### src/microstep_translator_defs.svh
// Constants for the microstep translator: widths, reset values and step sizes.
`ifndef MICROSTEP_TRANSLATOR_DEFS_SVH
`define MICROSTEP_TRANSLATOR_DEFS_SVH
`define ANGLE_WIDTH 6
`define ANGLE_COUNT 64
`define DAC_WIDTH 6
`define ANGLE_RESET 6'h00
`define SELECT_RESET 2'h0
`define FULL_STEP_SIZE 6'h10
`define HALF_STEP_SIZE 6'h08
`define QUARTER_STEP_SIZE 6'h04
`define SIXTEENTH_STEP_SIZE 6'h01
`define FULL_STEP_OFFSET 6'h08
`define STEP_DEGREES_X1000 5625
`endif

### src/microstep_translator_pkg.sv
// Types shared by the microstep translator files.
package microstep_translator_pkg;
    typedef enum logic [1:0] {
        RES_FULL = 2'b00,
        RES_HALF = 2'b01,
        RES_QUARTER = 2'b10,
        RES_SIXTEENTH = 2'b11
    } resolution_type;
    typedef struct packed {
        logic [5:0] magnitude;
        logic negative;
    } phase_current_type;
    typedef struct packed {
        phase_current_type phaseA;
        phase_current_type phaseB;
    } table_entry_type;
    typedef enum logic [1:0] {
        SRC_IDLE = 2'b00,
        SRC_STEP = 2'b01,
        SRC_SERIAL = 2'b10
    } move_source_type;
endpackage

### src/input_sync.sv
// Two-flop synchroniser for a group of pin levels.
`timescale 1ns/1ps
module input_sync #(
    parameter int WIDTH = 4
) (
    input wire logic ref_clk,
    input wire logic sys_rst,
    input wire logic [WIDTH-1:0] asyncIn,
    output logic [WIDTH-1:0] syncOut
);
    logic [WIDTH-1:0] meta_q;
    logic [WIDTH-1:0] meta_d;
    logic [WIDTH-1:0] sync_d;
    always_comb begin
        meta_d = asyncIn;
        sync_d = meta_q;
    end
    always_ff @(posedge ref_clk) begin
        if (sys_rst) begin
            meta_q <= '0;
            syncOut <= '0;
        end else begin
            meta_q <= meta_d;
            syncOut <= sync_d;
        end
    end
endmodule

### src/phase_table_rom.sv
// Registered-output phase current table, one quadrant stored and mirrored.
`timescale 1ns/1ps
`include "microstep_translator_defs.svh"
module phase_table_rom
    import microstep_translator_pkg::*;
(
    input wire logic ref_clk,
    input wire logic sys_rst,
    input wire logic [5:0] angle,
    output table_entry_type entry_q
);
    // Quarter sine, 0..16 of full scale 63; entry 16 is full scale.
    function automatic logic [5:0] quarter(input logic [4:0] i);
        logic [5:0] v;
        v = 6'h00;
        unique case (i)
            5'd0: v = 6'h00;
            5'd1: v = 6'h06;
            5'd2: v = 6'h0C;
            5'd3: v = 6'h12;
            5'd4: v = 6'h18;
            5'd5: v = 6'h1D;
            5'd6: v = 6'h23;
            5'd7: v = 6'h27;
            5'd8: v = 6'h2C;
            5'd9: v = 6'h30;
            5'd10: v = 6'h34;
            5'd11: v = 6'h37;
            5'd12: v = 6'h3A;
            5'd13: v = 6'h3C;
            5'd14: v = 6'h3E;
            5'd15: v = 6'h3E;
            default: v = 6'h3F;
        endcase
        return v;
    endfunction
    // Magnitude of sin over a 64-step cycle, folded into one quadrant.
    function automatic logic [5:0] sineMag(input logic [5:0] a);
        logic [4:0] q;
        // The second quadrant runs the stored quarter backwards, 16 down to 1.
        q = a[4] ? 5'(6'h10 - {2'b00, a[3:0]}) : {1'b0, a[3:0]};
        return quarter(q);
    endfunction
    table_entry_type entry_d;
    logic [5:0] angleB;
    always_comb begin
        angleB = 6'(angle + 6'h10);
        // Angle zero puts phase B at plus full scale and phase A at zero.
        entry_d.phaseA.magnitude = sineMag(angle);
        entry_d.phaseA.negative = angle[5] && angle != 6'h20;
        entry_d.phaseB.magnitude = sineMag(angleB);
        entry_d.phaseB.negative = angleB[5] && angleB != 6'h20;
    end
    always_ff @(posedge ref_clk) begin
        if (sys_rst) begin
            entry_q <= '0;
        end else begin
            entry_q <= entry_d;
        end
    end
endmodule

### src/microstep_translator.sv
// Step and direction translator driving the phase current setpoints.
//
// Contract
// - Sixty-four step angle numbers index the table.
// - Each entry gives magnitude and sign per phase.
// - Each phase setpoint is six bits wide.
// - Angle zero: B full, A zero; 5.625 degrees.
// - Select code picks full, half, quarter, sixteenth.
// - Effective select bit is pin OR register.
// - Register select bits reset to zero.
// - Select bits ignored for serial step changes.
// - Sixteenth mode moves one per step edge.
// - Full step uses only 8, 24, 40, 56.
// - Half step uses multiples of eight.
// - Quarter step uses multiples of four.
// - New resolution applies from next step edge.
// - After change, move to nearest allowed position.
// - From 59 forward: 60, 0 or 8.
// - Step moves fixed; serial moves vary per write.
// - Index arithmetic wraps modulo sixty-four.
// - Serial value is six-bit two's complement, added.
// - Serial change applies on strobe rising edge; dropped if a step edge comes in the same cycle.
`timescale 1ns/1ps
`include "microstep_translator_defs.svh"
module microstep_translator
    import microstep_translator_pkg::*;
(
    input wire logic ref_clk,
    input wire logic sys_rst,
    input wire logic stepPin,
    input wire logic directionPin,
    input wire logic microstep_select_low,
    input wire logic microstep_select_high,
    input wire logic serial_strobe_n,
    input wire logic runWriteSelect,
    input wire logic [5:0] step_change_value,
    input wire logic configWrite,
    input wire logic [1:0] configSelectBits,
    output logic [5:0] stepAngle_q,
    output logic [5:0] phaseACurrent_q,
    output logic phaseANegative_q,
    output logic [5:0] phaseBCurrent_q,
    output logic phaseBNegative_q,
    output logic [1:0] resolution_q
);
    // Pin levels and strobe come from outside and pass two flops first.
    // The strobe is synchronised inverted, so that the synchroniser's reset level
    // equals the strobe's idle level and no false edge follows reset.
    logic [4:0] pinSync;
    input_sync #(.WIDTH(5)) pinSyncer (
        .ref_clk(ref_clk),
        .sys_rst(sys_rst),
        .asyncIn({stepPin, directionPin, microstep_select_low, microstep_select_high,
            ~serial_strobe_n}),
        .syncOut(pinSync)
    );
    logic stepS;
    logic dirS;
    logic selLowS;
    logic selHighS;
    logic strobeLowS;
    always_comb begin
        stepS = pinSync[4];
        dirS = pinSync[3];
        selLowS = pinSync[2];
        selHighS = pinSync[1];
        strobeLowS = pinSync[0];
    end

    // Edge detectors and the register copy of the select bits.
    logic stepPrev_q;
    logic stepPrev_d;
    logic strobePrev_q;
    logic strobePrev_d;
    logic [1:0] selectReg_q;
    logic [1:0] selectReg_d;
    logic stepRise;
    logic strobeRise;
    always_comb begin
        stepPrev_d = stepS;
        strobePrev_d = strobeLowS;
        stepRise = stepS && !stepPrev_q;
        strobeRise = !strobeLowS && strobePrev_q;
        selectReg_d = configWrite ? configSelectBits : selectReg_q;
    end
    always_ff @(posedge ref_clk) begin
        if (sys_rst) begin
            stepPrev_q <= 1'b0;
            strobePrev_q <= 1'b0;
            selectReg_q <= `SELECT_RESET;
        end else begin
            stepPrev_q <= stepPrev_d;
            strobePrev_q <= strobePrev_d;
            selectReg_q <= selectReg_d;
        end
    end

    // Resolution is sampled only at a step edge, so a select change between
    // edges takes effect on the next one.
    resolution_type resolution;
    always_comb begin
        resolution = resolution_type'({selHighS | selectReg_q[1],
            selLowS | selectReg_q[0]});
    end

    // Next allowed position in the given direction from any index.
    // Positions are offset + k*size; forward rounds up past, reverse down past.
    function automatic logic [5:0] nextPosition(input logic [5:0] cur,
            input resolution_type res, input logic forward);
        logic [5:0] size;
        logic [5:0] offset;
        logic [5:0] rel;
        logic [5:0] mask;
        logic [5:0] base;
        size = `SIXTEENTH_STEP_SIZE;
        offset = 6'h00;
        unique case (res)
            RES_FULL: begin
                size = `FULL_STEP_SIZE;
                offset = `FULL_STEP_OFFSET;
            end
            RES_HALF: size = `HALF_STEP_SIZE;
            RES_QUARTER: size = `QUARTER_STEP_SIZE;
            RES_SIXTEENTH: size = `SIXTEENTH_STEP_SIZE;
        endcase
        mask = 6'(~(size - 6'h01));
        rel = 6'(cur - offset);
        base = rel & mask;
        if (forward) begin
            base = 6'(base + size);
        end else if (base == rel) begin
            base = 6'(base - size);
        end
        return 6'(base + offset);
    endfunction

    // Step angle number: the step pin moves by resolution, the serial run
    // write adds its signed value without regard to the select bits unless a step edge comes in the same cycle.
    move_source_type source;
    logic [5:0] stepAngle_d;
    logic [1:0] resolution_d;
    always_comb begin
        source = SRC_IDLE;
        stepAngle_d = stepAngle_q;
        resolution_d = resolution_q;
        if (stepRise) begin
            source = SRC_STEP;
        end else if (strobeRise && runWriteSelect) begin
            source = SRC_SERIAL;
        end
        unique case (source)
            SRC_STEP: begin
                stepAngle_d = nextPosition(stepAngle_q, resolution, dirS);
                resolution_d = resolution;
            end
            SRC_SERIAL: begin
                stepAngle_d = 6'(stepAngle_q + step_change_value);
            end
            SRC_IDLE: stepAngle_d = stepAngle_q;
            default: stepAngle_d = stepAngle_q;
        endcase
    end
    always_ff @(posedge ref_clk) begin
        if (sys_rst) begin
            stepAngle_q <= `ANGLE_RESET;
            resolution_q <= `SELECT_RESET;
        end else begin
            stepAngle_q <= stepAngle_d;
            resolution_q <= resolution_d;
        end
    end

    // Current table lookup; one cycle later than the index.
    table_entry_type entry;
    phase_table_rom phaseTable (
        .ref_clk(ref_clk),
        .sys_rst(sys_rst),
        .angle(stepAngle_q),
        .entry_q(entry)
    );
    always_comb begin
        phaseACurrent_q = entry.phaseA.magnitude;
        phaseANegative_q = entry.phaseA.negative;
        phaseBCurrent_q = entry.phaseB.magnitude;
        phaseBNegative_q = entry.phaseB.negative;
    end
endmodule

### config.mk
export PLATFORM = sky130hd
export DESIGN_NAME = microstep_translator
export DESIGN_NICKNAME = d
export VERILOG_FILES = /design/src/microstep_translator_pkg.sv /design/src/input_sync.sv /design/src/phase_table_rom.sv /design/src/microstep_translator.sv
export VERILOG_INCLUDE_DIRS = /design/src
export SDC_FILE = /design/constraint.sdc
export NUM_CORES = 1
export LEC_CHECK = 0
export ABC_AREA = 0
export BUFFER_PORTS_ARGS = -buffer_cell sky130_fd_sc_hd__buf_4
export CAP_MARGIN = 10
export CORE_MARGIN = 3
export CORE_UTILIZATION = 61
export DETAILED_ROUTE_END_ITERATION = 12
export HOLD_SLACK_MARGIN = 0.1
export PLACE_DENSITY = 0.95
export SLEW_MARGIN = 20
export SYNTH_ARGS = -nofsm -noshare
export SYNTH_HDL_FRONTEND = slang
export SYNTH_SLANG_ARGS = --single-unit
### constraint.sdc
create_clock -name ref_clk -period 6 [get_ports ref_clk]
set_clock_uncertainty 0.1 [all_clocks]
set_input_delay 0.6 -clock ref_clk [delete_from_list [all_inputs] [get_ports ref_clk]]
set_output_delay 0.6 -clock ref_clk [all_outputs]
set_load 0.05 [all_outputs]
==> impl_results.md, run 1 <==
* Status: finished clean
* Gr ovfl total at 0
* Clk sinks at 36
* Vias per Instance at 5.934
* Critical Path RT at 6.11 ns
* IO Pins at 39
* Largest cells by area after synthesis: dfxtp_1, ha_1, a21oi_1
* DRT Wirelength at roughly 5900 um
* Ant diodes at 0
* DR pass1 iterations at 4
* Row cnt at 22
* Slew headroom at a little under half
* Syn nets at 345
* Largest net degree at the start of global routing at 37
* Post-detail-place hpwl at 4399 um
* # hold bufs at CTS at 0
* Gate power share at 35.5%
* Placed Area at 2726 um2
* Starting density of the core at 65.42%
* # H-tree levels at 2
* Dominant cell type by area after synthesis: dfxtp_1
* Post-synth EDFFs at 0
* Drt drc at 0
* Sequential power share at 40.9%
* Slew @ Worst Pin at 0.8180 ns
* Post-synthesis sequential area ratio at 29.00%
* CORE AREA at 3799 um2
* Max clock buf depth at 2
* Post-CTS sizing at 0
* 1st-iter DRT viols at 197
* Hold Violations, Final at 0
* Number of port buffers at 38
* RSZ-0062 raised after global routing: no
* Fraction of layout cells with a size suffix above 1 at between 10% and 20%
* Nature of the critical path endpoint: register
* Final period util at between 60% and 70%
* Critical Path Fanout Max at 10
* Max cap viols at 0
* Fmax at between 200 and 300 MHz
* Global-route wire length before repair at 10150 um
* NetSw at between 200 and 250 uW
* Total negative slack at 0 ns
* Clk Latency, worst-skew pair at between 0.2 and 0.3 ns
* # fillers at 302
* Post-CTS Setup Bufs at 0
* Portion of total power attributed to the clock network at a little under a quarter
* Chip height at around 70 um
* Initial antenna violation count at 0
* Int Power at 427.2 uW
* Vias in the first global route at 2146
* Critical Path Start Type: register
* Asr flop ratio synth at 0%
* Via count at approximately 2200
* Root Buffer: clkbuf_8
* Area growth, synth to finish at 12.84%
* Worst Path Arrival at about 4.1 ns
* Final nets at ~370
* Highest ir drop seen on vdd at 188.5 uV
* Antenna Nets Post-Route at 0
* Gr usage total at 25.30%
* Final setup vio count at 0
* Total die area at just under 5000 um2
* Netlist cell types at 54
* Most frequent cells after synthesis: dfxtp_1, nor2_1, a21oi_1, ha_1
* Pwr/cell area at 241.0 nW/um2
* GPL Wtd Cong at 0.9417
* Synth Warn # at 0
* Avg Inst Size Synth at 8.255 um2
* CTS buffer count at 5
* Tmin final at 3.970 ns
* Leakage at between 1 and 1.5 nW
* HP Class: register to register
* Wire per inst at 15.67 um
* Critical setup path kind: register to register
* Switching Share at 36.78%
* Die W at ~70 um
* Synth Instances at around 300
* Yosys reg bits at 36
* Total Power at just under 700 uW
* Most used DFF post-synth: dfxtp_1
* Reg clk slew, reported paths at 0.07 ns
* Max-slew violation count at 0
* Top-area cell type share of the netlist area at between 20% and 30%
* Post-route cell area at about 2800 um2
* Most frequent cell after synthesis: dfxtp_1
* CTS tree: built
* Post-synthesis cell area at 2485 um2
==> placed cells by master (no fill, tap or decap), drive strengths merged, types with 2 or more instances in the layout <==
cell	instances
buf	38
dfxtp	36
nor2	32
a21oi	29
ha	26
o21ai	20
inv	19
nand2	19
nor2b	13
xnor2	12
a211oi	11
mux2i	6
clkbuf	6
nor3	5
a21o	4
o211ai	4
xor2	4
a31oi	4
a221oi	3
nand2b	3
nand3	3
or2	3
or3	3
nand3b	2
o21bai	2
a221o	2
o221ai	2
==> through the flow <==
| stage | instances | setup WS, ns | utilization, % | hold slack [ns] |
|---|---|---|---|---|
| floorplan | 301 | 2.459 | - | 0.3138 |
| detailed placement | 370 | 2.157 | 71.77 | 0.3273 |
| global placement | 370 | 2.298 | 71.77 | 0.3157 |
| CTS | 377 | 2.065 | 73.81 | 0.3425 |
| finish | 377 | 2.030 | 73.81 | 0.3370 |
| global route | 377 | 1.770 | 73.81 | 0.3589 |
==> per-layer routing <==
metal	global-route usage [%]	up-vias	routed length, um	part of all wire (%)
met1	32.80	1025	2456	42
met2	43.02	92	2886	49
met4	6.809	0	97	1.6
li1	-	1106	-	-
met3	4.493	14	468	7.9
met5	0	-	0	0
==> final timing paths <==
| path | from | end | slack (ns) | depth (start not counted) |
|---|---|---|---|---|
| setup / recovery | selectReg_q[0]$_SDFFE_PP0P_ | stepAngle_q[5]$_SDFFE_PP0P_ | 2.03 | 15 |
| hold / removal | pinSyncer.meta_q[3]$_SDFF_PP0_ | pinSyncer.syncOut[3]$_SDFF_PP0_ | 0.34 | 1 |
| setup reg to reg | selectReg_q[0]$_SDFFE_PP0P_ | stepAngle_q[5]$_SDFFE_PP0P_ | 2.03 | 15 |
| hold reg to reg | pinSyncer.meta_q[3]$_SDFF_PP0_ | pinSyncer.syncOut[3]$_SDFF_PP0_ | 0.34 | 1 |
==> power by group through the flow <==
stage,clock [mW],combinational (mW),sequential (mW)
final,0.160,0.240,0.276
after global placement,0,0.229,0.280
after floorplan,0,0.134,0.323
after global routing,0.169,0.260,0.279
after CTS,0.161,0.238,0.276
after detailed placement,0,0.236,0.281
==> cells by family (layout without fill, tap and decap cells) <==
| group | count (synthesis) | count (layout) | share of synthesized area, % |
|---|---|---|---|
| AO/OA/AOI/OAI | 92 | 92 | 24.07 |
| XOR/XNOR | 16 | 16 | 5.639 |
| AND/OR/NAND/NOR | 87 | 87 | 17.47 |
| adder cells (fa/ha/maj) | 27 | 27 | 13.90 |
| flip-flops | 36 | 36 | 29.00 |
| buffers and inverters | 36 | 64 | 7.049 |
| multiplexers | 7 | 7 | 2.870 |
==> final cells by class <==
class	instances	area, um2	share of cell area, %
Clock buffer	6	72.57	2.588
Clock inverter	1	5.005	0.1785
Inverter	19	71.32	2.544
Multi-Input combinational cell	229	1589	56.67
Sequential cell	36	720.7	25.70
Tap cell	48	60.06	2.142
Timing Repair Buffer	38	285.3	10.17
==> sequential cells by signal, indices dropped and copies added (netlist names) <==
register            cells
stepPrev_q              1
phaseTable.entry_q     14
resolution_q            2
pinSyncer.meta_q        5
strobePrev_q            1
selectReg_q             2
stepAngle_q             6
pinSyncer.syncOut       5
==> critical path: stages, from the launching register on <==
cell and delay, ns:
dfxtp_1 0.42, nor4_4 0.53, inv_1 0.14, ha_1 0.25, ha_1 0.40, and2b_1 0.22, nor3_1 0.20, nand2_1 0.08
a32o_1 0.26, xnor2_1 0.12, ha_1 0.21, xor2_1 0.15, and2_2 0.19, o211a_1 0.12, a211oi_2 0.27, mux2i_1 0.25
Power figures use the tool's default switching activity.
==> run 2, diff against run 1 <==
--- a/config.mk
+++ b/config.mk
@@ -6,14 +6,14 @@
 export SDC_FILE = /design/constraint.sdc
 export NUM_CORES = 1
 export LEC_CHECK = 0
-export ABC_AREA = 0
+export ABC_AREA = 1
 export BUFFER_PORTS_ARGS = -buffer_cell sky130_fd_sc_hd__buf_4
 export CAP_MARGIN = 10
 export CORE_MARGIN = 3
-export CORE_UTILIZATION = 61
+export CORE_UTILIZATION = 56
 export DETAILED_ROUTE_END_ITERATION = 12
 export HOLD_SLACK_MARGIN = 0.1
-export PLACE_DENSITY = 0.95
+export PLACE_DENSITY = 0.89
 export SLEW_MARGIN = 20
 export SYNTH_ARGS = -nofsm -noshare
 export SYNTH_HDL_FRONTEND = slang
==> constraint.sdc (replaced) <==
create_clock -name ref_clk -period 3.67 [get_ports ref_clk]
set_clock_uncertainty 0.1 [all_clocks]
set_input_delay 0.367 -clock ref_clk [delete_from_list [all_inputs] [get_ports ref_clk]]
set_output_delay 0.367 -clock ref_clk [all_outputs]
set_load 0.05 [all_outputs]
==> run 2 against run 1 <==
  * Non-clock buffer count grew 1
  * Hold slack lost 0.22 ns
  * First-iteration DRC count shrank 37%
  * Utilization shrank 4.7 points
  * Critical endpoint unchanged
==> impl_results.md, run 2 <==
* Status: finished clean
* Fraction of layout cells with a size suffix above 1 at 18.16%
* Most frequent cell after synthesis: inv_1
* Post-CTS sizing at 0
* Synth Instances at 337
* # hold bufs at CTS at 0
* Worst-case hold path end point: pinSyncer.meta_q[0]$_SDFF_PP0_
* Pwr/cell area at 438.9 nW/um2
* Slew @ Worst Pin at 0.5457 ns
* RSZ-0062 raised after global routing: no
* Via count at around 2300
* FF-to-FF End: stepAngle_q[5]$_SDFFE_PP0P_
* Global-route wire length before repair at 9266 um
* Vias in the first global route at 2243
* CTS tree: built
* Dominant cell type by area after synthesis: dfxtp_1
* Tmin final at 3.031 ns
* CTS buffer count at 5
* Max-slew violation count at 0
* Vias per Instance at 5.386
* Final nets at 423
* Most used DFF post-synth: dfxtp_1
* Antenna Nets Post-Route at 0
* Commonest cells after routing, fill and taps aside: inv_1, nand2_1, nor2_1, buf_4, dfxtp_1
* IO Pins at 39
* Row cnt at 23
* Max clock buf depth at 2
* Yosys reg bits at 36
* Chip height at just over 70 um
* Post-synthesis cell area at 2382 um2
* Avg Inst Size Synth at about 7.1 um2
* Largest net degree at the start of global routing at 24
* Largest cells by area after synthesis: dfxtp_1, ha_1, inv_1
* Asr flop ratio synth at 0%
* Hold Slack at between 0.1 and 0.15 ns
* DR pass1 iterations at 4
* Total die area at about 5100 um2
* # fillers at between 300 and 400
* Netlist cell types at 34
* Post-synthesis sequential area ratio at 30.25%
* Hold depth at 2
* Critical Path Fanout Max at 14
* Worst Hold Launch: serial_strobe_n
* Drt drc at 0
* Fmax at ~330 MHz
* R2R cell count at 13
* Gr usage total at between 20% and 30%
* Root Buffer: clkbuf_8
* HP Class: input port to register
* Highest ir drop seen on vdd at 252.2 uV
* Ant diodes at 0
* Total negative slack at 0 ns
* Final period util at 82.59%
* Post-synth EDFFs at 0
* Syn nets at about 380
* Wire per inst at 12.89 um
* Clk sinks at 36
* Critical Path RT at approximately 3.8 ns
* Flop-to-flop setup slack at 0.64 ns
* Critical setup path kind: register to register
* Die W at between 70 and 80 um
* DRT Wirelength at 5544 um
* Hold Violations, Final at 0
* CORE AREA at 4058 um2
* Initial antenna violation count at 0
* Post-detail-place hpwl at 4150 um
* Slew headroom at 63.23%
* Leakage at between 1 and 1.5 nW
* Final setup vio count at 0
* Starting density of the core at ~59%
* GPL Wtd Cong at ~0.94
* Top Registers: phaseTable.entry_q x14, stepAngle_q x6
* # H-tree levels at 2
* Number of port buffers at 38
* Post-CTS Setup Bufs at 0
* Worst Path Arrival at 3.16 ns
* 1st-iter DRT viols at around 120
* Top-area cell type share of the netlist area at 30.25%
* Critical Path Start Type: register
* Largest register FFs at 14
* Reg clk slew, reported paths at 0.07 ns
* Max cap viols at 0
* Gr ovfl total at 0
* Top reg by flops: phaseTable.entry_q
* Most frequent cells after synthesis: inv_1, nand2_1, nor2_1, dfxtp_1, o21ai_0
* Clk Latency, worst-skew pair at 0.29 ns
* Most common cell after layout, fill and taps aside: inv_1
* Area growth, synth to finish at 17.75%
* Synth Warn # at 0
* Start of the worst register-to-register path: stepAngle_q[4]$_SDFFE_PP0P_
* Nature of the critical path endpoint: register
==> run 2: changes by cell type after synthesis, sizes merged, moves of 5 or more <==
cell	change
inv	+49
nand2	+37
o21ai	+18
nand3	+13
nor2b	-13
a211oi	-11
nor2	+10
xnor2	-8
a21oi	-7
clkbuf	-7
buf	-6
mux2i	-6
nor3	-5
==> run 2: logic make-up after synthesis <==
group / share of synthesized area, %
simple gates: 20.90
compound gates: 18.75
buf+inv: 11.55
flops: 30.25
fa+ha+maj: 14.97
xor+xnor: 3.572
==> run 2: layer usage <==
| metal | wire length (um) | part of all wire [%] | global-route usage (%) | vias to the layer above |
|---|---|---|---|---|
| met5 | 0 | 0 | 0 | - |
| met4 | 199 | 3.6 | 11.69 | 0 |
| met3 | 286 | 5.2 | 5.189 | 22 |
| met2 | 2787 | 50 | 41.43 | 77 |
| met1 | 2271 | 41 | 24.63 | 1063 |
| li1 | - | - | - | 1154 |
==> run 2: cell type report <==
class	count	area [um2]	share of cell area, %
clock buffers	7	76.32	2.721
clock inverters	1	8.758	0.3122
inverters	68	257.7	9.188
multi-input cells	229	1386	49.42
flip-flops and latches	36	720.7	25.69
well taps	50	62.56	2.230
repair buffers	39	292.8	10.44
==> run 2: worst max-delay path, stage by stage (launching register included) <==
cell and delay, ns:
dfxtp_1 0.62, inv_1 0.28, ha_1 0.44, xnor2_2 0.27, inv_1 0.08, or2_0 0.22, nand2_1 0.07, o221ai_1 0.11
ha_1 0.23, xnor2_1 0.21, inv_1 0.06, nand3_1 0.08, nand3_1 0.09, a21oi_1 0.13
==> run 2: worst max path at each step <==
stage	from	endpoint	slack, ns	cells after the start
final	stepAngle_q[4]$_SDFFE_PP0P_	stepAngle_q[5]$_SDFFE_PP0P_	0.64	13
after global routing	stepAngle_q[4]$_SDFFE_PP0P_	stepAngle_q[5]$_SDFFE_PP0P_	0.36	13
after CTS	stepAngle_q[4]$_SDFFE_PP0P_	stepAngle_q[5]$_SDFFE_PP0P_	0.66	13
after detailed placement	stepAngle_q[4]$_SDFFE_PP0P_	stepAngle_q[5]$_SDFFE_PP0P_	0.72	13
after global placement	stepAngle_q[3]$_SDFFE_PP0P_	stepAngle_q[5]$_SDFFE_PP0P_	0.83	14
after floorplan	stepAngle_q[3]$_SDFFE_PP0P_	stepAngle_q[5]$_SDFFE_PP0P_	0.56	14
==> run 2: metrics by stage <==
| step | area [um2] | std cells | util [%] | setup WS (ns) | total power [mW] |
|---|---|---|---|---|---|
| floorplan | 2382 | 337 | - | 0.5597 | 0.8269 |
| detailed placement | 2720 | 422 | 67.04 | 0.7168 | 0.9509 |
| finish | 2805 | 430 | 69.13 | 0.6390 | 1.231 |
| CTS | 2805 | 430 | 69.13 | 0.6566 | 1.239 |
| global route | 2805 | 430 | 69.13 | 0.3599 | 1.310 |
| global placement | 2720 | 422 | 67.04 | 0.8350 | 0.9390 |
==> run 2: where the power goes <==
part           internal [mW]  total (mW)  switching [mW]  leakage [nW]
Combinational          0.170       0.499           0.329          1.08
Sequential             0.427       0.450          0.0226         0.297
Clock                  0.136       0.283           0.147        0.0424
Total                  0.733        1.23           0.498          1.42
